**src/gcr_codec_pkg.sv**
```systemverilog
// Constants, code table and mode codes for the 4b/5b tape codec
//
// Operation
// - Enable high holds the five code bits unchanged; flag still clears with control low
// - Exactly one function selected per clock
// - Five shared code bits plus one flag
// - First code bit zero when b3 and (b0|b1)
// - Code loaded as printed, LSB sent first
// - Shift-in: serial bit enters low, stages move up
// - Five shift-in clocks leave MSB on top
// - Shift-out rotates end-around, opposite to shift-in
// - Unused codes decode to nibble zero
// - Decode sets flag on codes outside table
// - Flag updates only with control high, else cleared
// - Flag output pin is active low
// - Sync output asserts when all five ones
// - Sixteen nibbles map to fixed five-bit codes
`default_nettype none

package gcr_codec_pkg;

  localparam int CODE_W   = 5;
  localparam int NIBBLE_W = 4;
  localparam int EVT_W    = 2;
  localparam int ADDR_W   = 2;
  localparam int DATA_W   = 8;

  // Mode inputs {mode_sel_hi, mode_sel_lo}
  localparam logic [1:0] MODE_SHIFT_IN  = 2'h0;
  localparam logic [1:0] MODE_SHIFT_OUT = 2'h1;
  localparam logic [1:0] MODE_DECODE    = 2'h2;
  localparam logic [1:0] MODE_ENCODE    = 2'h3;

  // Bit positions inside the code register {top, stage3, stage2, stage1, serial_out}
  localparam int POS_SER  = 0;
  localparam int POS_S1   = 1;
  localparam int POS_S2   = 2;
  localparam int POS_S3   = 3;
  localparam int POS_TOP  = 4;

  // Register port map
  localparam logic [ADDR_W-1:0] ADDR_STATUS = 2'h0;
  localparam logic [ADDR_W-1:0] ADDR_CLEAR  = 2'h1;
  localparam logic [ADDR_W-1:0] ADDR_ENABLE = 2'h2;
  localparam logic [ADDR_W-1:0] ADDR_LIVE   = 2'h3;

  // Event bits
  localparam int EVT_BAD_CODE = 0;
  localparam int EVT_SYNC     = 1;

  // Reset values
  localparam logic [CODE_W-1:0] CODE_RESET   = 5'h00;
  localparam logic              FLAG_N_RESET = 1'b1;
  localparam logic [EVT_W-1:0]  EVT_RESET    = 2'h0;
  localparam logic [DATA_W-1:0] RDATA_RESET  = 8'h00;

  localparam logic [CODE_W-1:0] SYNC_PATTERN = 5'h1F;

  // Leftmost printed code bit sits in the top stage
  function automatic logic [CODE_W-1:0] gcr_encode(input logic [NIBBLE_W-1:0] n);
    logic [CODE_W-1:0] c;
    c = 5'h00;
    case (n)
      4'h0: c = 5'h19;
      4'h1: c = 5'h1B;
      4'h2: c = 5'h12;
      4'h3: c = 5'h13;
      4'h4: c = 5'h1D;
      4'h5: c = 5'h15;
      4'h6: c = 5'h16;
      4'h7: c = 5'h17;
      4'h8: c = 5'h1A;
      4'h9: c = 5'h09;
      4'hA: c = 5'h0A;
      4'hB: c = 5'h0B;
      4'hC: c = 5'h1E;
      4'hD: c = 5'h0D;
      4'hE: c = 5'h0E;
      4'hF: c = 5'h0F;
      default: c = 5'h00;
    endcase
    return c;
  endfunction : gcr_encode

endpackage : gcr_codec_pkg

`default_nettype wire

```
**src/gcr_4b5b_tape_codec.sv**
```systemverilog
// Registered 4b/5b group-code encoder/decoder for a streaming tape formatter
`default_nettype none

module gcr_4b5b_tape_codec
  import gcr_codec_pkg::*;
(
  input  wire logic                             clk,
  input  wire logic                             rst_b,
  input  wire logic                             enable_n,
  input  wire logic                             mode_sel_hi,
  input  wire logic                             mode_sel_lo,
  input  wire logic                             nibble_in_b0,
  input  wire logic                             nibble_in_b1,
  input  wire logic                             nibble_in_b2,
  input  wire logic                             nibble_in_b3,
  input  wire logic                             serial_in,
  input  wire logic                             flag_control,
  input  wire logic [gcr_codec_pkg::ADDR_W-1:0] reg_addr,
  input  wire logic [gcr_codec_pkg::DATA_W-1:0] reg_wdata,
  input  wire logic                             reg_write,
  input  wire logic                             reg_read,
  output logic                                  code_stage_1,
  output logic                                  code_stage_2,
  output logic                                  code_stage_3,
  output logic                                  code_stage_top,
  output logic                                  serial_out_stage,
  output logic                                  bad_code_flag_n,
  output logic                                  sync_pattern_hit_n,
  output logic      [gcr_codec_pkg::DATA_W-1:0] reg_rdata,
  output logic                                  irq
);

  // Six storage bits only; the flag is kept in its pin polarity
  typedef struct packed {
    logic [CODE_W-1:0] code;
    logic              flag_n;
  } codec_state_t;

  codec_state_t cur;
  codec_state_t next_cur;

  logic [NIBBLE_W-1:0] nibble;
  logic [CODE_W-1:0]   enc_code;
  logic [NIBBLE_W-1:0] dec_nibble;
  logic                code_bad;
  logic [1:0]          mode;
  logic [EVT_W-1:0]    events;
  logic [EVT_W-1:0]    live;
  logic                sync_hit;

  assign nibble = {nibble_in_b3, nibble_in_b2, nibble_in_b1, nibble_in_b0};
  assign mode   = {mode_sel_hi, mode_sel_lo};

  gcr_code_map u_map (
    .nibble     (nibble),
    .code       (cur.code),
    .enc_code   (enc_code),
    .dec_nibble (dec_nibble),
    .code_bad   (code_bad)
  );

  always_comb begin
    next_cur = cur;
    if (!enable_n) begin
      case (mode)
        MODE_SHIFT_IN: begin
          // Serial data enters the low end and climbs toward the top
          next_cur.code = {cur.code[CODE_W-2:0], serial_in};
        end
        MODE_SHIFT_OUT: begin
          next_cur.code = {cur.code[POS_SER], cur.code[CODE_W-1:1]};
        end
        MODE_DECODE: begin
          // The serial stage keeps sampling the line while decoding
          next_cur.code = {dec_nibble, serial_in};
        end
        MODE_ENCODE: begin
          next_cur.code = enc_code;
        end
        default: next_cur.code = cur.code;
      endcase
    end
    // Clear from the partner wins even while the register holds
    if (!flag_control) begin
      next_cur.flag_n = FLAG_N_RESET;
    end else if (!enable_n && mode == MODE_DECODE && code_bad) begin
      next_cur.flag_n = 1'b0;
    end
  end

  always_ff @(posedge clk or negedge rst_b) begin
    if (!rst_b) begin
      cur <= '{code: CODE_RESET, flag_n: FLAG_N_RESET};
    end else begin
      cur <= next_cur;
    end
  end

  assign sync_hit = (cur.code == SYNC_PATTERN);

  // Events: flag newly set, and sync pattern newly present
  assign events[EVT_BAD_CODE] = cur.flag_n & ~next_cur.flag_n;
  assign events[EVT_SYNC]     = ~sync_hit & (next_cur.code == SYNC_PATTERN);
  assign live[EVT_BAD_CODE]   = ~cur.flag_n;
  assign live[EVT_SYNC]       = sync_hit;

  gcr_event_regs u_evt (
    .clk       (clk),
    .rst_b     (rst_b),
    .events    (events),
    .live      (live),
    .reg_addr  (reg_addr),
    .reg_wdata (reg_wdata),
    .reg_write (reg_write),
    .reg_read  (reg_read),
    .reg_rdata (reg_rdata),
    .irq       (irq)
  );

  assign serial_out_stage   = cur.code[POS_SER];
  assign code_stage_1       = cur.code[POS_S1];
  assign code_stage_2       = cur.code[POS_S2];
  assign code_stage_3       = cur.code[POS_S3];
  assign code_stage_top     = cur.code[POS_TOP];
  assign bad_code_flag_n    = cur.flag_n;
  // Combinational from the five stages, so it follows the register with no delay
  assign sync_pattern_hit_n = ~sync_hit;

endmodule : gcr_4b5b_tape_codec

`default_nettype wire

```
**src/gcr_code_map.sv**
```systemverilog
// Combinational nibble/code conversion and code validity check
`default_nettype none

module gcr_code_map
  import gcr_codec_pkg::*;
(
  input  wire logic [gcr_codec_pkg::NIBBLE_W-1:0] nibble,
  input  wire logic [gcr_codec_pkg::CODE_W-1:0]   code,
  output logic      [gcr_codec_pkg::CODE_W-1:0]   enc_code,
  output logic      [gcr_codec_pkg::NIBBLE_W-1:0] dec_nibble,
  output logic                                    code_bad
);

  always_comb begin
    enc_code = gcr_encode(nibble);
    // Unused patterns fall out as zero and flag bad
    dec_nibble = 4'h0;
    code_bad   = 1'b1;
    for (int i = 0; i < 16; i++) begin
      if (gcr_encode(4'(i)) == code) begin
        dec_nibble = 4'(i);
        code_bad   = 1'b0;
      end
    end
  end

endmodule : gcr_code_map

`default_nettype wire

```
**src/gcr_event_regs.sv**
```systemverilog
// Sticky event status, enable and clear registers with interrupt output
`default_nettype none

module gcr_event_regs
  import gcr_codec_pkg::*;
(
  input  wire logic                              clk,
  input  wire logic                              rst_b,
  input  wire logic [gcr_codec_pkg::EVT_W-1:0]   events,
  input  wire logic [gcr_codec_pkg::EVT_W-1:0]   live,
  input  wire logic [gcr_codec_pkg::ADDR_W-1:0]  reg_addr,
  input  wire logic [gcr_codec_pkg::DATA_W-1:0]  reg_wdata,
  input  wire logic                              reg_write,
  input  wire logic                              reg_read,
  output logic      [gcr_codec_pkg::DATA_W-1:0]  reg_rdata,
  output logic                                   irq
);

  typedef struct packed {
    logic [EVT_W-1:0]  status;
    logic [EVT_W-1:0]  enable;
    logic [DATA_W-1:0] rdata;
    logic              irq;
  } ev_state_t;

  ev_state_t cur;
  ev_state_t next_cur;

  always_comb begin
    logic [EVT_W-1:0] clr;
    clr      = '0;
    next_cur = cur;
    if (reg_write && reg_addr == ADDR_CLEAR) begin
      clr = reg_wdata[EVT_W-1:0];
    end
    if (reg_write && reg_addr == ADDR_ENABLE) begin
      next_cur.enable = reg_wdata[EVT_W-1:0];
    end
    // A new event in the clearing cycle survives
    next_cur.status = (cur.status & ~clr) | events;
    next_cur.rdata  = RDATA_RESET;
    if (reg_read) begin
      case (reg_addr)
        ADDR_STATUS: next_cur.rdata = {{(DATA_W-EVT_W){1'b0}}, cur.status};
        ADDR_ENABLE: next_cur.rdata = {{(DATA_W-EVT_W){1'b0}}, cur.enable};
        ADDR_LIVE:   next_cur.rdata = {{(DATA_W-EVT_W){1'b0}}, live};
        default:     next_cur.rdata = RDATA_RESET;
      endcase
    end
    next_cur.irq = |(next_cur.status & next_cur.enable);
  end

  always_ff @(posedge clk or negedge rst_b) begin
    if (!rst_b) begin
      cur <= '{status: EVT_RESET, enable: EVT_RESET, rdata: RDATA_RESET, irq: 1'b0};
    end else begin
      cur <= next_cur;
    end
  end

  assign reg_rdata = cur.rdata;
  assign irq       = cur.irq;

endmodule : gcr_event_regs

`default_nettype wire

```
**config.mk**
```make
export PLATFORM = sky130hd
export DESIGN_NAME = gcr_4b5b_tape_codec
export DESIGN_NICKNAME = d
export VERILOG_FILES = /design/src/gcr_codec_pkg.sv /design/src/gcr_4b5b_tape_codec.sv /design/src/gcr_code_map.sv /design/src/gcr_event_regs.sv
export SDC_FILE = /design/constraint.sdc
export NUM_CORES = 1
export LEC_CHECK = 0
export BUFFER_PORTS_ARGS = -buffer_cell sky130_fd_sc_hd__buf_2
export CORE_UTILIZATION = 35
export DETAILED_ROUTE_END_ITERATION = 10
export PLACE_DENSITY = 0.62
export SLEW_MARGIN = 10
export SYNTH_ARGS = -nofsm -noshare
export SYNTH_HDL_FRONTEND = slang
export SYNTH_SLANG_ARGS = --single-unit
```
**constraint.sdc**
```tcl
create_clock -name clk -period 5.1 [get_ports clk]
set_clock_uncertainty 0.05 [all_clocks]
set_input_delay 1.02 -clock clk [delete_from_list [all_inputs] [get_ports clk]]
set_output_delay 1.02 -clock clk [all_outputs]
set_load 0.01 [all_outputs]
```
==> flow_summary.ini, run 1 <==
[outcome]
status = finished clean

[cts]
clkSinkCount = 13
cts_tree = done
clockBufferDepth = 2
post_cts_buffers = 0
holdBufCountCts = 0
cts_resized = 0
h-tree-depth = 1
path_clk_slew_ps = 70
cts_inserted_buffers = 3
root_buffer = clkbuf_4
clk_latency_ps = 270

[drt]
drt-total-wl_mm = 2.07
vias = 870
post_drt_via_cell_ratio = 5.40
wire_per_inst_um = 12.8
dr.pass1.iters = 4
drtIter0Drc = 7
drc = 0
ant_nets = 0

[power_and_ir_drop]
p_per_area_mw_per_mm2 = 284
p_leak_nw = 0.487
vdd_drop_max_uv = 175

[sta]
setup_tns_ps = 0
max_slew_margin_pct = 61.5
setup_ws_ps = 2650
period_share_pct = 48.0
clock.fmax_ghz = 0.409
min_period_ps = 2450
grt_setup_unrepaired = no
setup_viol = 0
drv_slew = 0
finalHoldViolations = 0
tightest_slew_ps = 562

[yosys]
synthTopCellsByArea = dfrtp_1 (32%), buf_4 (6.3%), o21ai_0 (4.7%), nand2_1 (4.0%), dfstp_2 (2.8%)
synth_flop_cell = dfrtp_1
synth_top_area_share_pct = 31.6
ys_seq_area_share_pct = 34.4
ys_ff_latch = 13
ys_async_sr_fraction_pct = 100
synthCells = 110
synth_warnings = 0
synth_area_leader_cell = dfrtp_1
syn_area_sq_um = 950
avgSynthCellArea_sq_um = 8.63
yosysUniqueCellTypes = 45
synth_edf_count = 0

[min_path]
holdCritPathClass = reg2reg

[floorplanning]
die-height_um = 54.1
die_w_um = 54.1
start_util_pct = 37.6
die_area_sq_mm = 0.00293
ioPinCount = 39
core_sq_mm = 0.00252
num_rows = 18

[global_route]
grt_pass1_vias = 744
antenna_found_initial = 0
grt_remaining_overflow = 0
grtUsageTotal_pct = 16.1
grt_max_degree = 14
grt_pass1_wl_mm = 3.26

[worst_setup_path]
cp.required_ps = 4030
cp_top_family = flip-flops
cp_cell_sequence = and4_4, nand2_1, buf_2
critPathBufInv = 1
crit_path_end_kind = output port
crit_fanout = 12
cp_slowest_cell = dfrtp_1
critPathArrivalTime_ps = 1380
cpPeakStageDelay_ps = 560
critical_path_class = reg2out
start_kind = flip-flop

[finish]
fillers = 264
fin_area_sq_mm = 0.00107
drive_gt1_share_pct = 28.2
synthToLayoutAreaGrowth_pct = 12.5
diodes = 0
layout_common_cells = buf_2 (26), dfrtp_1 (12), nand2_1 (10)
mostFrequentLayoutCell = buf_2
fin_nets = 155

[place]
gp_congestion = 0.841
preCtsSetupSlack_ps = 2600
dp_hpwl_mm = 1.61
port_buffers = 26
dpl_cell_area_sq_mm = 0.00104

[flow_run]
max-cap-violations = 0
path summary, 6_finish.rpt:
check	from	end	slack (ps)	cells after the start
hold / removal	bad_code_flag_n$_DFF_PN1_	bad_code_flag_n$_DFF_PN1_	450	2
hold reg to reg	bad_code_flag_n$_DFF_PN1_	bad_code_flag_n$_DFF_PN1_	450	2
min in group asynchronous	rst_b	u_evt.reg_rdata[1]$_DFF_PN0_	570	1
setup / recovery	code_stage_3$_DFF_PN0_	sync_pattern_hit_n	2650	3
setup reg to reg	code_stage_3$_DFF_PN0_	u_evt.irq$_DFF_PN0_	3190	5
max in group asynchronous	rst_b	bad_code_flag_n$_DFF_PN1_	4160	1
power by group:
part	switching (W)	internal [W]	leakage, nW
registers	0.0000222	0.000122	0.160
clock network	0.0000293	0.0000303	0.0150
logic	0.0000542	0.0000455	0.313
total	0.000106	0.000198	0.487
cell families after synthesis:
family | synth area share [%]
other | 0.395
AO/OA/AOI/OAI | 26.7
AND/OR/NAND/NOR | 21.2
flip-flops | 34.4
buffers and inverters | 13.0
XOR/XNOR | 0.922
multiplexers | 3.29
final cells by class:
type	count	area, sq um	area share, %
multi-input combinational	80	518	48.5
sequential	13	327	30.6
timing repair buffer	26	130	12.2
clock buffer	4	26.3	2.46
tap	30	37.5	3.51
inverter	8	30.0	2.81
worst reg2reg max path, delay by kind of cell, from the launching register on:
| family | cells | cell delay (ps) |
|---|---|---|
| and+or+nand+nor | 3 | 930 |
| AOI/OAI and AO/OA | 2 | 350 |
| DFF | 1 | 510 |
per-stage QoR:
step / hold slack (ps) / instances / power (W) / utilization [%]
after floorplan: 432 / 115 / 0.000219 / -
after global placement: 445 / 157 / 0.000244 / 41.3
after detailed placement: 442 / 157 / 0.000246 / 41.3
after CTS: 453 / 161 / 0.000308 / 42.4
after global routing: 489 / 161 / 0.000330 / 42.4
final: 454 / 161 / 0.000304 / 42.4
sequential cells by signal (all words and copies together), names as in the netlist:
register          count
code_stage_1          1
code_stage_3          1
code_stage_top        1
u_evt.reg_rdata       2
u_evt.cur             4
bad_code_flag_n       1
u_evt.irq             1
serial_out_stage      1
code_stage_2          1
Yosys cell counts (2+ instances only):
cell and count:
dfrtp_1 12, nand2_1 10, o21ai_0 9, buf_4 8
inv_1 7, a21oi_1 5, nor2_1 5, a221oi_1 3
and2_1 3, buf_2 3, nand2b_1 3, nor2b_1 3
clkbuf_1 2, mux2i_1 2, nand3b_1 2, o211ai_1 2
o21ai_1 2, o22ai_1 2
routing by layer:
| layer | routed length (um) | part of all wire [%] | global-route usage, % | up-vias |
|---|---|---|---|---|
| met5 | 0 | 0 | 0 | - |
| met4 | 22 | 1.1 | 5.98 | 0 |
| met3 | 101 | 4.9 | 6.21 | 4 |
| met2 | 1000 | 48 | 25.5 | 22 |
| met1 | 942 | 46 | 19.8 | 419 |
| li1 | - | - | - | 425 |
Note: power is estimated with default switching activity, not from simulation.
==> inputs of run 2 (changes only) <==
Settings changed: PLACE_DENSITY 0.62 to 0.65.
Clock period 5.1 ns to 2 ns, I/O delays scaled along.
==> flow_summary.ini, run 2 (synthesized netlist as in run 1, its figures left out) <==
[drt]
ant_nets = 0
vias = 924
post_drt_via_cell_ratio = 5.57
drt-total-wl_mm = 2.28
wire_per_inst_um = 13.8
drtIter0Drc = 21
drc = 0
dr.pass1.iters = 4

[place]
preCtsSetupSlack_ps = 138
dp.cells = 161
gp_congestion = 0.896
dp_hpwl_mm = 1.81
port_buffers = 26

[finish]
drive_gt1_share_pct = 30.1
mostFrequentLayoutCell = buf_2
diodes = 0
synthToLayoutAreaGrowth_pct = 16.7
largest_reg_flops = 4
fin_nets = 160
instances_no_fill = 166
fillers = 262
top_register = u_evt.cur
layout_common_cells = buf_2 (26), dfrtp_1 (12), nand2_1 (10)

[sta]
setup_viol = 0
tightest_slew_ps = 547
drv_slew = 0
setup_tns_ps = 0
clock.fmax_ghz = 0.532
hold_slack_ps = 219
finalHoldViolations = 0
setup_ws_ps = 120
min_period_ps = 1880
period_share_pct = 94.0
max_slew_margin_pct = 62.6
grt_setup_unrepaired = no

[worst_setup_path]
rr_startpoint = code_stage_top$_DFF_PN0_
crit_path_end_kind = flip-flop
critical_path_class = reg2reg
critPathArrivalTime_ps = 2020
start_kind = flip-flop
cp.required_ps = 2140
crit_fanout = 10
ff2ff_path_depth = 5
r2r_slack_ps = 120
r2r-end = u_evt.irq$_DFF_PN0_

[global_route]
grtUsageTotal_pct = 18.0
gr-usage-met2_pct = 29.6
grtUsageMet3_pct = 2.54
grt_max_degree = 14
antenna_found_initial = 0
busiest_layer = met2
grt_pass1_wl_mm = 3.62
grt_pass1_vias = 861
grt_use_met1_pct = 19.6
grt_remaining_overflow = 0

[power_and_ir_drop]
p_per_area_mw_per_mm2 = 727
vdd_drop_max_uv = 356
p_leak_nw = 0.511

[cts]
clkSinkCount = 13
cts_inserted_buffers = 3
clk_latency_ps = 270
cts_resized = 0
path_clk_slew_ps = 80
clockBufferDepth = 2
h-tree-depth = 1
root_buffer = clkbuf_4
cts_tree = done
post_cts_buffers = 0

[min_path]
min_delay_worst_endpoint = bad_code_flag_n$_DFF_PN1_
min-delay-start = flag_control
whs_path_depth = 2
holdCritPathClass = in2reg

[floorplanning]
die_w_um = 54.1
core_sq_mm = 0.00252
die_area_sq_mm = 0.00293
die-height_um = 54.1
start_util_pct = 37.6
ioPinCount = 39
num_rows = 18

[outcome]
status = finished clean

[flow_run]
max-cap-violations = 0
==> run 2: critical path, stage by stage (launching register included) <==
cell and delay [ps]:
dfrtp_1 490, and4_4 260, or4_4 530, a31oi_4 200, nand4_2 110, o21ai_1 160
==> run 2: area by class of cell <==
type                       count  area (sq um)  area share, %
multi-input combinational     80           518           46.7
sequential                    13           327           29.5
timing repair buffer          31           170           15.3
tap                           30          37.5           3.39
inverter                       8          30.0           2.71
clock buffer                   4          26.3           2.37
==> run 2: timing repair <==
| item | 4_1_cts | 5_1_grt |
|---|---|---|
| hold buffers | 1 | 0 |
| endpoints found under the hold margin | 12 | 0 |
| setup endpoints to repair | 0 | 0 |
==> run 2: worst max-delay path by stage <==
stage                                        start                  end
after floorplan           code_stage_top$_DFF_PN0_  u_evt.irq$_DFF_PN0_
after global placement    code_stage_top$_DFF_PN0_  u_evt.irq$_DFF_PN0_
after detailed placement               mode_sel_hi  u_evt.irq$_DFF_PN0_
after CTS                 code_stage_top$_DFF_PN0_  u_evt.irq$_DFF_PN0_
after global routing      code_stage_top$_DFF_PN0_  u_evt.irq$_DFF_PN0_
final                     code_stage_top$_DFF_PN0_  u_evt.irq$_DFF_PN0_
==> run 2: where the power goes <==
| group | total (W) | internal [W] | switching [W] |
|---|---|---|---|
| combinational | 0.000297 | 0.000133 | 0.000164 |
| sequential | 0.000354 | 0.000312 | 0.0000417 |
| clock | 0.000155 | 0.0000771 | 0.0000782 |
| total | 0.000806 | 0.000522 | 0.000283 |
==> run 2: per-layer routing <==
layer / share of wire [%] / vias to the layer above / routed length [um]
li1: - / 440 / -
met1: 42 / 424 / 958
met2: 48 / 48 / 1100
met3: 5.8 / 12 / 133
met4: 4.2 / 0 / 97
met5: 0 / - / 0
==> run 2: through the flow <==
step	power [W]	cell area, sq um	utilization (%)
floorplan	0.000559	968	-
global placement	0.000641	1070	42.5
detailed placement	0.000653	1070	42.5
CTS	0.000817	1110	43.9
global route	0.000871	1110	43.9
finish	0.000806	1110	43.9
